**src/design/pga_consts.vh**
```
// Constants for the packet line-access interpreter.
// Assumes inclusion by pga_*.v files only.
`ifndef PGA_CONSTS_VH
`define PGA_CONSTS_VH
`define PGA_OP_WRITE 8'h10
`define PGA_IF_LINES 8'h08
`define PGA_IF_MASK 8'h0F
`define PGA_ST_DONE 8'h20
`define PGA_ST_IFERR 8'h40
`define PGA_ST_REQERR 8'h80
`define PGA_LEN_LINES 8'h01
`define PGA_PKT_BYTES 3'h5
`define PGA_LINE_MASK 8'h7F
`define PGA_LINES_RST 7'h00
`endif

```
**src/design/pga_decode.v**
```verilog
// Decoder for the first request byte.
// Assumes a byte already captured in a flop.
`timescale 1ns/1ps
`include "pga_consts.vh"
module pga_decode (
   // Request byte
   input wire [7:0] head,
   // Decode results
   output wire is_line,
   output wire is_write,
   output wire is_valid
);
   wire [7:0] iface;
   assign iface = head & ~`PGA_OP_WRITE;
   // Only op flag plus one of the defined interface codes is legal
   assign is_valid = (iface == `PGA_IF_LINES) || (iface <= 8'h04 &&
      iface != 8'h03);
   assign is_line = (iface == `PGA_IF_LINES);
   assign is_write = (head & `PGA_OP_WRITE) != 8'h00;
endmodule // pga_decode

```
**src/design/pga_top.v**
```verilog
// Packet line-access interpreter: byte stream in, echo packet out.
// Assumes request bytes arrive as valid-qualified bytes, one per clock.
//
// Function
// - Interface code 0x08 selects line handler
// - Seven lines accessed as one byte
// - Bit 7 unused, bits 6..0 lines
// - Bytes 1 and 3 ignored for lines
// - Write drives lines from fifth byte
// - Read of four or more bytes returns line levels in fifth byte
// - Success reply ORs done, echoes bytes 1-3
// - First byte is op flag OR interface
// - Bad first byte replies with error flag
`timescale 1ns/1ps
`include "pga_consts.vh"
module pga_top (
   // Clock and reset
   input wire ref_clk,
   input wire nrst,
   // Request stream
   input wire req_valid,
   input wire [7:0] req_byte,
   input wire req_last,
   // Reply stream
   output wire rsp_valid,
   output wire [7:0] rsp_byte,
   output wire rsp_last,
   input wire rsp_ready,
   // Line levels in and drive out
   input wire [6:0] line_in,
   output wire gen_line_6,
   output wire gen_line_5,
   output wire gen_line_4,
   output wire gen_line_3,
   output wire gen_line_2,
   output wire gen_line_1,
   output wire gen_line_0,
   // Other interfaces are served elsewhere
   output wire fwd_req
);
   // One-hot states of the packet sequencer
   localparam S_RX = 4'b0001;
   localparam S_LOAD = 4'b0010;
   localparam S_TX = 4'b0100;
   localparam S_FWD = 4'b1000;

   // Reset release flops
   reg rst_a_q;
   reg rst_b_q;
   wire rst_n;
   // Sequencer state
   reg [3:0] state_q;
   reg [3:0] state_d;
   reg [2:0] idx_q;
   reg [2:0] idx_d;
   reg [2:0] len_q;
   reg [2:0] len_d;
   wire [2:0] nxt_idx;
   // Stored request packet
   reg [7:0] pkt_q [0:4];
   // Driven line levels
   reg [6:0] lines_q;
   reg [6:0] lines_d;
   // Reply byte register
   reg [7:0] rsp_byte_q;
   reg [7:0] rsp_byte_d;
   // Head byte decode
   wire is_line;
   wire is_write;
   wire is_valid;
   integer i;

   // Release reset through two flops
   always @(posedge ref_clk or negedge nrst) begin
      if (!nrst) begin
         rst_a_q <= 1'b0;
         rst_b_q <= 1'b0;
      end else begin
         rst_a_q <= 1'b1;
         rst_b_q <= rst_a_q;
      end
   end
   assign rst_n = rst_b_q;

   pga_decode u_dec (
      .head(pkt_q[0]),
      .is_line(is_line),
      .is_write(is_write),
      .is_valid(is_valid)
   );

   // Valid line-read request: fifth reply byte carries levels
   function line_read;
      input valid;
      input line;
      input write;
      begin
         line_read = valid && line && !write;
      end
   endfunction

   // Reply byte k built from stored byte b; every dependency is an
   // argument so that a caller in a combinational process sees it
   function [7:0] reply_byte;
      input [2:0] k;
      input [7:0] b;
      input valid;
      input line;
      input write;
      input [6:0] lvl;
      begin
         if (k == 3'd0) begin
            if (!valid)
               reply_byte = b | `PGA_ST_REQERR;
            else
               reply_byte = b | `PGA_ST_DONE;
         end else if (k == 3'd4 && line_read(valid, line, write)) begin
            reply_byte = {1'b0, lvl};
         end else begin
            reply_byte = b;
         end
      end
   endfunction

   assign nxt_idx = idx_q + 3'd1;

   always @* begin
      state_d = state_q;
      idx_d = idx_q;
      len_d = len_q;
      lines_d = lines_q;
      rsp_byte_d = rsp_byte_q;
      case (state_q)
         S_RX: begin
            if (req_valid) begin
               idx_d = nxt_idx;
               // Packet ends at its last byte or at the size limit
               if (req_last || idx_q == `PGA_PKT_BYTES - 3'd1) begin
                  len_d = nxt_idx;
                  idx_d = 3'd0;
                  state_d = S_LOAD;
               end
            end
         end
         S_LOAD: begin
            // Whole packet stored; head decode is settled here
            if (is_valid && !is_line) begin
               state_d = S_FWD;
            end else begin
               // A read of four or more bytes always answers five
               if (line_read(is_valid, is_line, is_write) &&
                   len_q >= 3'd4)
                  len_d = `PGA_PKT_BYTES;
               rsp_byte_d = reply_byte(3'd0, pkt_q[0], is_valid, is_line,
                  is_write, line_in);
               state_d = S_TX;
            end
         end
         S_TX: begin
            if (rsp_ready) begin
               // Lines change as the head reply byte is taken
               // Bit 7 of the written data is dropped here
               if (idx_q == 3'd0 && is_valid && is_line && is_write &&
                   len_q == `PGA_PKT_BYTES)
                  lines_d = pkt_q[4][6:0];
               if (idx_q == len_q - 3'd1) begin
                  idx_d = 3'd0;
                  state_d = S_RX;
               end else begin
                  // Next reply byte is prepared as this one is taken
                  idx_d = nxt_idx;
                  rsp_byte_d = reply_byte(nxt_idx, pkt_q[nxt_idx], is_valid,
                     is_line, is_write, line_in);
               end
            end
         end
         S_FWD: begin
            idx_d = 3'd0;
            state_d = S_RX;
         end
         default: begin
            idx_d = 3'd0;
            state_d = S_RX;
         end
      endcase
   end

   always @(posedge ref_clk or negedge rst_n) begin
      if (!rst_n) begin
         state_q <= S_RX;
         idx_q <= 3'd0;
         len_q <= 3'd0;
         lines_q <= `PGA_LINES_RST;
         rsp_byte_q <= 8'h00;
         for (i = 0; i < `PGA_PKT_BYTES; i = i + 1)
            pkt_q[i] <= 8'h00;
      end else begin
         state_q <= state_d;
         idx_q <= idx_d;
         len_q <= len_d;
         lines_q <= lines_d;
         // Reply byte stands until the sink takes it
         rsp_byte_q <= rsp_byte_d;
         // Bytes offered outside the receive state are dropped
         if (state_q == S_RX && req_valid)
            pkt_q[idx_q] <= req_byte;
      end
   end

   // Handshake outputs decode the state flops
   assign rsp_valid = (state_q == S_TX);
   assign rsp_byte = rsp_byte_q;
   assign rsp_last = rsp_valid && (idx_q == len_q - 3'd1);
   // One-cycle pulse hands other interfaces elsewhere
   assign fwd_req = (state_q == S_FWD);
   assign {gen_line_6, gen_line_5, gen_line_4, gen_line_3,
      gen_line_2, gen_line_1, gen_line_0} = lines_q;
endmodule // pga_top

```
**config.mk**
```make
export PLATFORM = sky130hd
export DESIGN_NAME = pga_top
export DESIGN_NICKNAME = d
export VERILOG_FILES = /design/src/design/pga_decode.v /design/src/design/pga_top.v
export VERILOG_INCLUDE_DIRS = /design/src /design/src/design
export SDC_FILE = /design/constraint.sdc
export NUM_CORES = 1
export LEC_CHECK = 0
export ABC_CLOCK_PERIOD_IN_PS = 4800
export BUFFER_PORTS_ARGS = -buffer_cell sky130_fd_sc_hd__buf_2
export CAP_MARGIN = 10
export CORE_MARGIN = 8
export CORE_UTILIZATION = 55
export DETAILED_ROUTE_END_ITERATION = 6
export PLACE_DENSITY = 0.76
export SETUP_SLACK_MARGIN = 0.2
export SLEW_MARGIN = 10
export SYNTH_ARGS = -nofsm -noshare
export SYNTH_HDL_FRONTEND = slang
export SYNTH_SLANG_ARGS = --single-unit
```
**constraint.sdc**
```tcl
create_clock -name ref_clk -period 4.8 [get_ports ref_clk]
set_input_delay 0.24 -clock ref_clk [delete_from_list [all_inputs] [get_ports ref_clk]]
set_output_delay 0.24 -clock ref_clk [all_outputs]
set_load 0.05 [all_outputs]
```
Word-level counts from Yosys, hierarchy flattened:

Index checks and enable logic that the tools add are counted.

* bits in latches: 0
* logic and storage cells: 95
* output and inout port bits: 18
* memories: 0
* bits in registers: 67
* memory bits (read-only): 0
* bits in writable memories: 0
* input port bits: 20

* eq/ne operators: 17
* $lt $le $gt $ge: 5
* reductions and logical operators: 26
* multiply operators: 0
* bitwise operators: 3
* muxes and demuxes: 30
* div/mod/pow operators: 0
* add/subtract/negate cells: 2
* shift operators: 0

Operator list (count)
* 8-bit two-way mux: 10
* 40-bit bitwise mux: 1
* 8-bit binary-select mux with 3-bit select: 1
* 8-bit demux with 3-bit select: 1
* 3-bit two-way mux: 8
* 4-bit two-way mux: 5
* 8-bit one-hot mux with 2 select lines: 1
* 1-bit logical AND: 13
* 4-bit one-hot mux with 3 select lines: 1
* 2-bit inequality test (second input constant): 5
* 3-bit equality test (second input constant): 3
* 3-bit one-hot mux with 3 select lines: 1
* 4-bit greater-or-equal comparator (second input constant): 2
* 8-bit by 3-bit less-or-equal comparator with 1-bit output (second input constant): 1
* 3-bit inverter with 4-bit output: 2
* 4-bit AND reduction: 2
* 7-bit by 4-bit equality test with 1-bit output (second input constant): 1
* 7-bit by 2-bit inequality test with 1-bit output (second input constant): 1
* 3-bit zero test: 2
* 3-bit one-hot mux with 2 select lines: 1
* 3-bit AND reduction: 2
* 5-bit AND reduction: 1
* 4-bit by 1-bit equality test with 1-bit output (second input constant): 1
* 4-bit by 2-bit equality test with 1-bit output (second input constant): 1
* other kinds (12): 16

Logic depth before layout (Yosys ltp):

* depth after elaboration: 11
* mapped depth: 10

By module:

A second synthesis with hierarchy kept.

* cell total of the unflattened synthesis: 264
* area, all modules: 3350.7 um2

By module, submodules not included
* pga_top: area an instance 3296.9 um2, seq. area each 1677.9 um2, cells an instance 257, times used 1
* pga_decode: area an instance 53.8 um2, seq. area each 0.0 um2, cells an instance 7, times used 1

Worst setup path before layout:

OpenSTA, ideal clock, no wires.

* kind: register -> register
* start: register idx_q[0]
* end: register rsp_byte_q[0] (netlist: rsp_byte[0])
* setup slack: 1.853 ns
* clock period less this slack: 2.947 ns
* buffers on the path: 3
* cell stages (with the launch flop): 10
* required time: 4.670 ns
* arrival time: 2.817 ns
* setup time: 0.130 ns
* cells stage by stage: dfrtp_1 -> clkbuf_1 -> clkbuf_1 -> inv_1 -> ha_1 -> buf_1 -> mux4_2 -> a221o_1 -> o211ai_1 -> a31oi_1

* cells in the longest elaborated chain, start to end: 10
* elaborated cells on any way between the ends: 17
* those cells by class: add/sub: 1; eq/ne: 3; mux: 9; bitwise: 1; reduce/logical: 3

RTL lines
* start: declaration: line pga_top.v:54 `reg [2:0] idx_q;`
* start signal: assignment: line pga_top.v:199 `idx_q <= idx_d;`
* 3-bit by 1-bit adder with 3-bit output: line pga_top.v:125 `assign nxt_idx = idx_q + 3'd1;`
* 3-bit inverter with 4-bit output (implied by the code): line pga_top.v:172 `rsp_byte_d = reply_byte(nxt_idx, pkt_q[nxt_idx], is_valid,`
* 8-bit binary-select mux with 3-bit select: line pga_top.v:172
* 8-bit two-way mux (implied by the code) (2 in series): line pga_top.v:172
* 8-bit two-way mux (on tied branches): line pga_top.v:117, pga_top.v:113
* 8-bit two-way mux: line pga_top.v:112 `if (k == 3'd0) begin`
* 8-bit two-way mux: line pga_top.v:166 `if (idx_q == len_q - 3'd1) begin`
* 8-bit two-way mux: line pga_top.v:160 `if (rsp_ready) begin`
* 8-bit one-hot mux with 2 select lines: line pga_top.v:133 `case (state_q)`
* end signal: assignment: line pga_top.v:203 `rsp_byte_q <= rsp_byte_d;`
* end: declaration: line pga_top.v:65 `reg [7:0] rsp_byte_q;`

Parallel ways exist; a longest one is shown, timed or not. The select of a mux whose other input is x is not followed.
A chain may end at the register's enable or synchronous reset.

Worst setup path in the final report:

* start: register idx_q[0]
* end: register rsp_byte_q[4] (netlist: rsp_byte[4])

The elaborated chain is that of the path after synthesis.

==> reports/metrics.yaml <==
sta:
  timing.final.ws_setup_ns: 1.830
  relSlewSlack_pct: 47.13
  rsz0062_at_grt: "false"
  min_period_over_period_pct: 61.88
  clock_skew_ns: 0.01279
  max_clock_freq_mhz: 336.6
  setup_violations: 0
  fin_setup_tns_ns: 0
  slew_violations: 0
  hold_violations: 0
  max_slew.worst_pin.slew_ns: 0.7821
  post-route-min-period_ns: 2.970
cells_and_area:
  fin_nets: 315
  num_antenna_cells: 0
  drive_gt1_share_pct: 40.34
  areaGrowthSynthToFinish_pct: 14.00
  final_cell_area_um2: 3709
  final_cells: 370
  utilization_pct: 63.77
cts:
  clockBufferDepth: 2
  clk_pin_slew_ns: 0.08
  post_cts_resized: 0
  tritoncts: "done"
  clk_latency_ns: 0.35
  clkSinkCount: 67
  hold_buffers: 1
  ctsRootBufferMaster: "clkbuf_8"
  post_cts_buffers: 0
  cts_made_buffers: 9
  htreeDepth: 3
global_routing:
  grt_overflow: 0
  grt_use_met1_pct: 22.88
  grtUsageMet2_pct: 26.21
  busiest_layer: "met2"
  grt_start_max_net_pins: 66
  grt.total_usage_pct: 17.26
  antenna_found_initial: 0
  grt_pass1_wl_um: 11670
  gr-usage-met3_pct: 4.854
  grt_pass1_vias: 2175
floorplan:
  die_w_um: 92.91
  initial_utilization_pct: 55.94
  core-area_um2: 5816
  dieArea_um2: 8631
  die_y_um: 92.91
  pin_count: 38
  fp-row-count: 28
drt:
  wl_per_cell_um: 19.32
  vias: 2215
  drt_iter0_markers: 174
  antenna_left: 0
  wl_um: 7150
  vias_per_cell: 5.986
  drc: 0
  first_pass_iters: 4
pwr:
  power.density_nw_per_um2: 592.3
  switching_share_pct: 36.21
  switching_power_mw: 0.7955
  vdd_drop_max_mv: 0.3013
  power_leakage_nw: 1.717
  pwr-share-clk_pct: 21.3
  pwr-share-seq_pct: 43.2
  pwr-share-comb_pct: 35.5
  p_int_mw: 1.401
placed_design:
  place_congestion: 0.8568
  hpwlAfterDp_um: 5095
  dpl_cell_area_um2: 3496
  placed_cells: 353
  io_buffers: 37
  dp_slack_ns: 1.827
synthesis:
  synth_enable_flop_cells: 0
  yosys-top-cells-count: "66 x dfrtp_1, 49 x mux2_2, 15 x nor2_1"
  netlist_instances: 250
  synth_ff_type: "dfrtp_1"
  yosys_warnings: 0
  synth_area_leader_cell: "dfrtp_1"
  ys_ff_latch: 67
  synth_area_um2: 3253
  avgSynthCellArea_um2: 13.01
  yosysSeqAreaShare_pct: 51.58
  yosys-top-cells-area: "dfrtp_1 51%, mux2_2 17%, mux4_2 4.8%"
  synth_most_common_cell: "dfrtp_1"
  synthArstFlopShare_pct: 100.0
  synth_nets: 275
  synth.distinct_cells: 47
  synth_top_area_share_pct: 50.77
outcome:
  status: "complete, no violations"
critical_path:
  timing.rr.start: "idx_q[0]"
  crit_chain: "inv_1, ha_1, mux4_2, a221o_1, o211ai_1, a31oi_1"
  crit_type: "reg -> reg"
  cp-endpoint: "rsp_byte[4]"
  start_kind: "register"
  path_delay_family: "flip-flops"
  crit_fanout: 18
  critPathBufInv: 1
  reg2reg_slack_ns: 1.83
  end_kind: "register"
  cp.depth: 6
  worstPathArrival_ns: 3.17
  r2r-end: "rsp_byte[4]"
  required_ns: 5.00
  reg2regPathDepth: 6
  crit_start: "idx_q[0]"
  crit_path_top_delay_cell: "dfrtp_1"
  critPathMaxStageDelay_ns: 0.79
min_path:
  hold_class: "in -> reg"
  worstHoldPathCells: 2
run:
  drv_cap: 0
==> sequential cells by signal, summed over array words and instances (netlist names) <==
register / flops
rst_a_q: 1
len_q: 3
idx_q: 3
rst_b_q: 1
state_q: 4
lines_q: 7
pkt_q: 40
rsp_byte: 8
==> worst reg2reg max path: cells and delay by family, from the launching register on <==
kind	cells	cell delay (ns)
flip-flops	1	0.79
multiplexers	1	0.58
buffers and inverters	1	0.20
adder cells (fa/ha/maj)	1	0.69
AO/OA/AOI/OAI	3	0.57
==> power groups by stage <==
stage	logic (mW)	registers (mW)	clock network (mW)
4_1_cts	0.786	0.941	0.480
3_5_place_dp	0.783	0.951	0
6_report	0.780	0.948	0.469
5_1_grt	0.845	0.969	0.505
2_1_floorplan	0.535	1.00	0
3_3_place_gp	0.756	0.943	0
==> kinds of logic (layout without fill, tap and decap cells) <==
family	Yosys count	in the layout	synth area share (%)
other cells	1	1	0.1153
mux	57	57	22.12
simple gates	58	58	10.35
xor+xnor	5	5	1.808
compound gates	42	42	10.15
fa+ha+maj	5	5	1.923
buf+inv	15	60	1.961
flops	67	67	51.58
==> through the flow <==
stage | power (mW) | hold WS (ns)
after CTS | 2.207 | 0.1715
after global routing | 2.318 | 0.1732
after floorplan | 1.535 | -0.05559
after global placement | 1.699 | 0.02465
after detailed placement | 1.733 | 0.02691
final | 2.197 | 0.1843
==> layer usage <==
layer	part of all wire, %	routed length [um]
met3	6.7	476
met5	0	0
met2	46	3271
met1	46	3279
met4	1.7	121
==> worst min path at each step <==
stage / slack [ns] / from / endpoint
after global placement: 0.02 / nrst / rst_a_q
after global routing: 0.17 / req_byte[1] / pkt_q[1]
after detailed placement: 0.03 / nrst / rst_a_q
after CTS: 0.17 / req_byte[1] / pkt_q[17]
after floorplan: -0.06 / nrst / rst_a_q
final: 0.18 / req_byte[1] / pkt_q[1]
==> placed cells by master (no fill, tap or decap), types with 5 or more instances in the layout <==
cell      netlist  routed
a221o_1         7       7
a31oi_1         8       8
buf_2           3      37
clkbuf_8        0      10
dfrtp_1        66      65
ha_1            5       5
mux2_2         49      49
mux4_2          7       7
nand2_1        14      14
nor2_1         15      15
o211ai_1        7       7
==> area by class of cell <==
class,count,area [um^2]
fill,475,2107
sequential,67,1679
multi-input combinational,168,1511
timing repair buffer,39,202.7
clock buffer,10,137.6
tap,75,93.84
clock inverter,6,65.06
inverter,5,18.77
(Power assumes the default switching activity.)
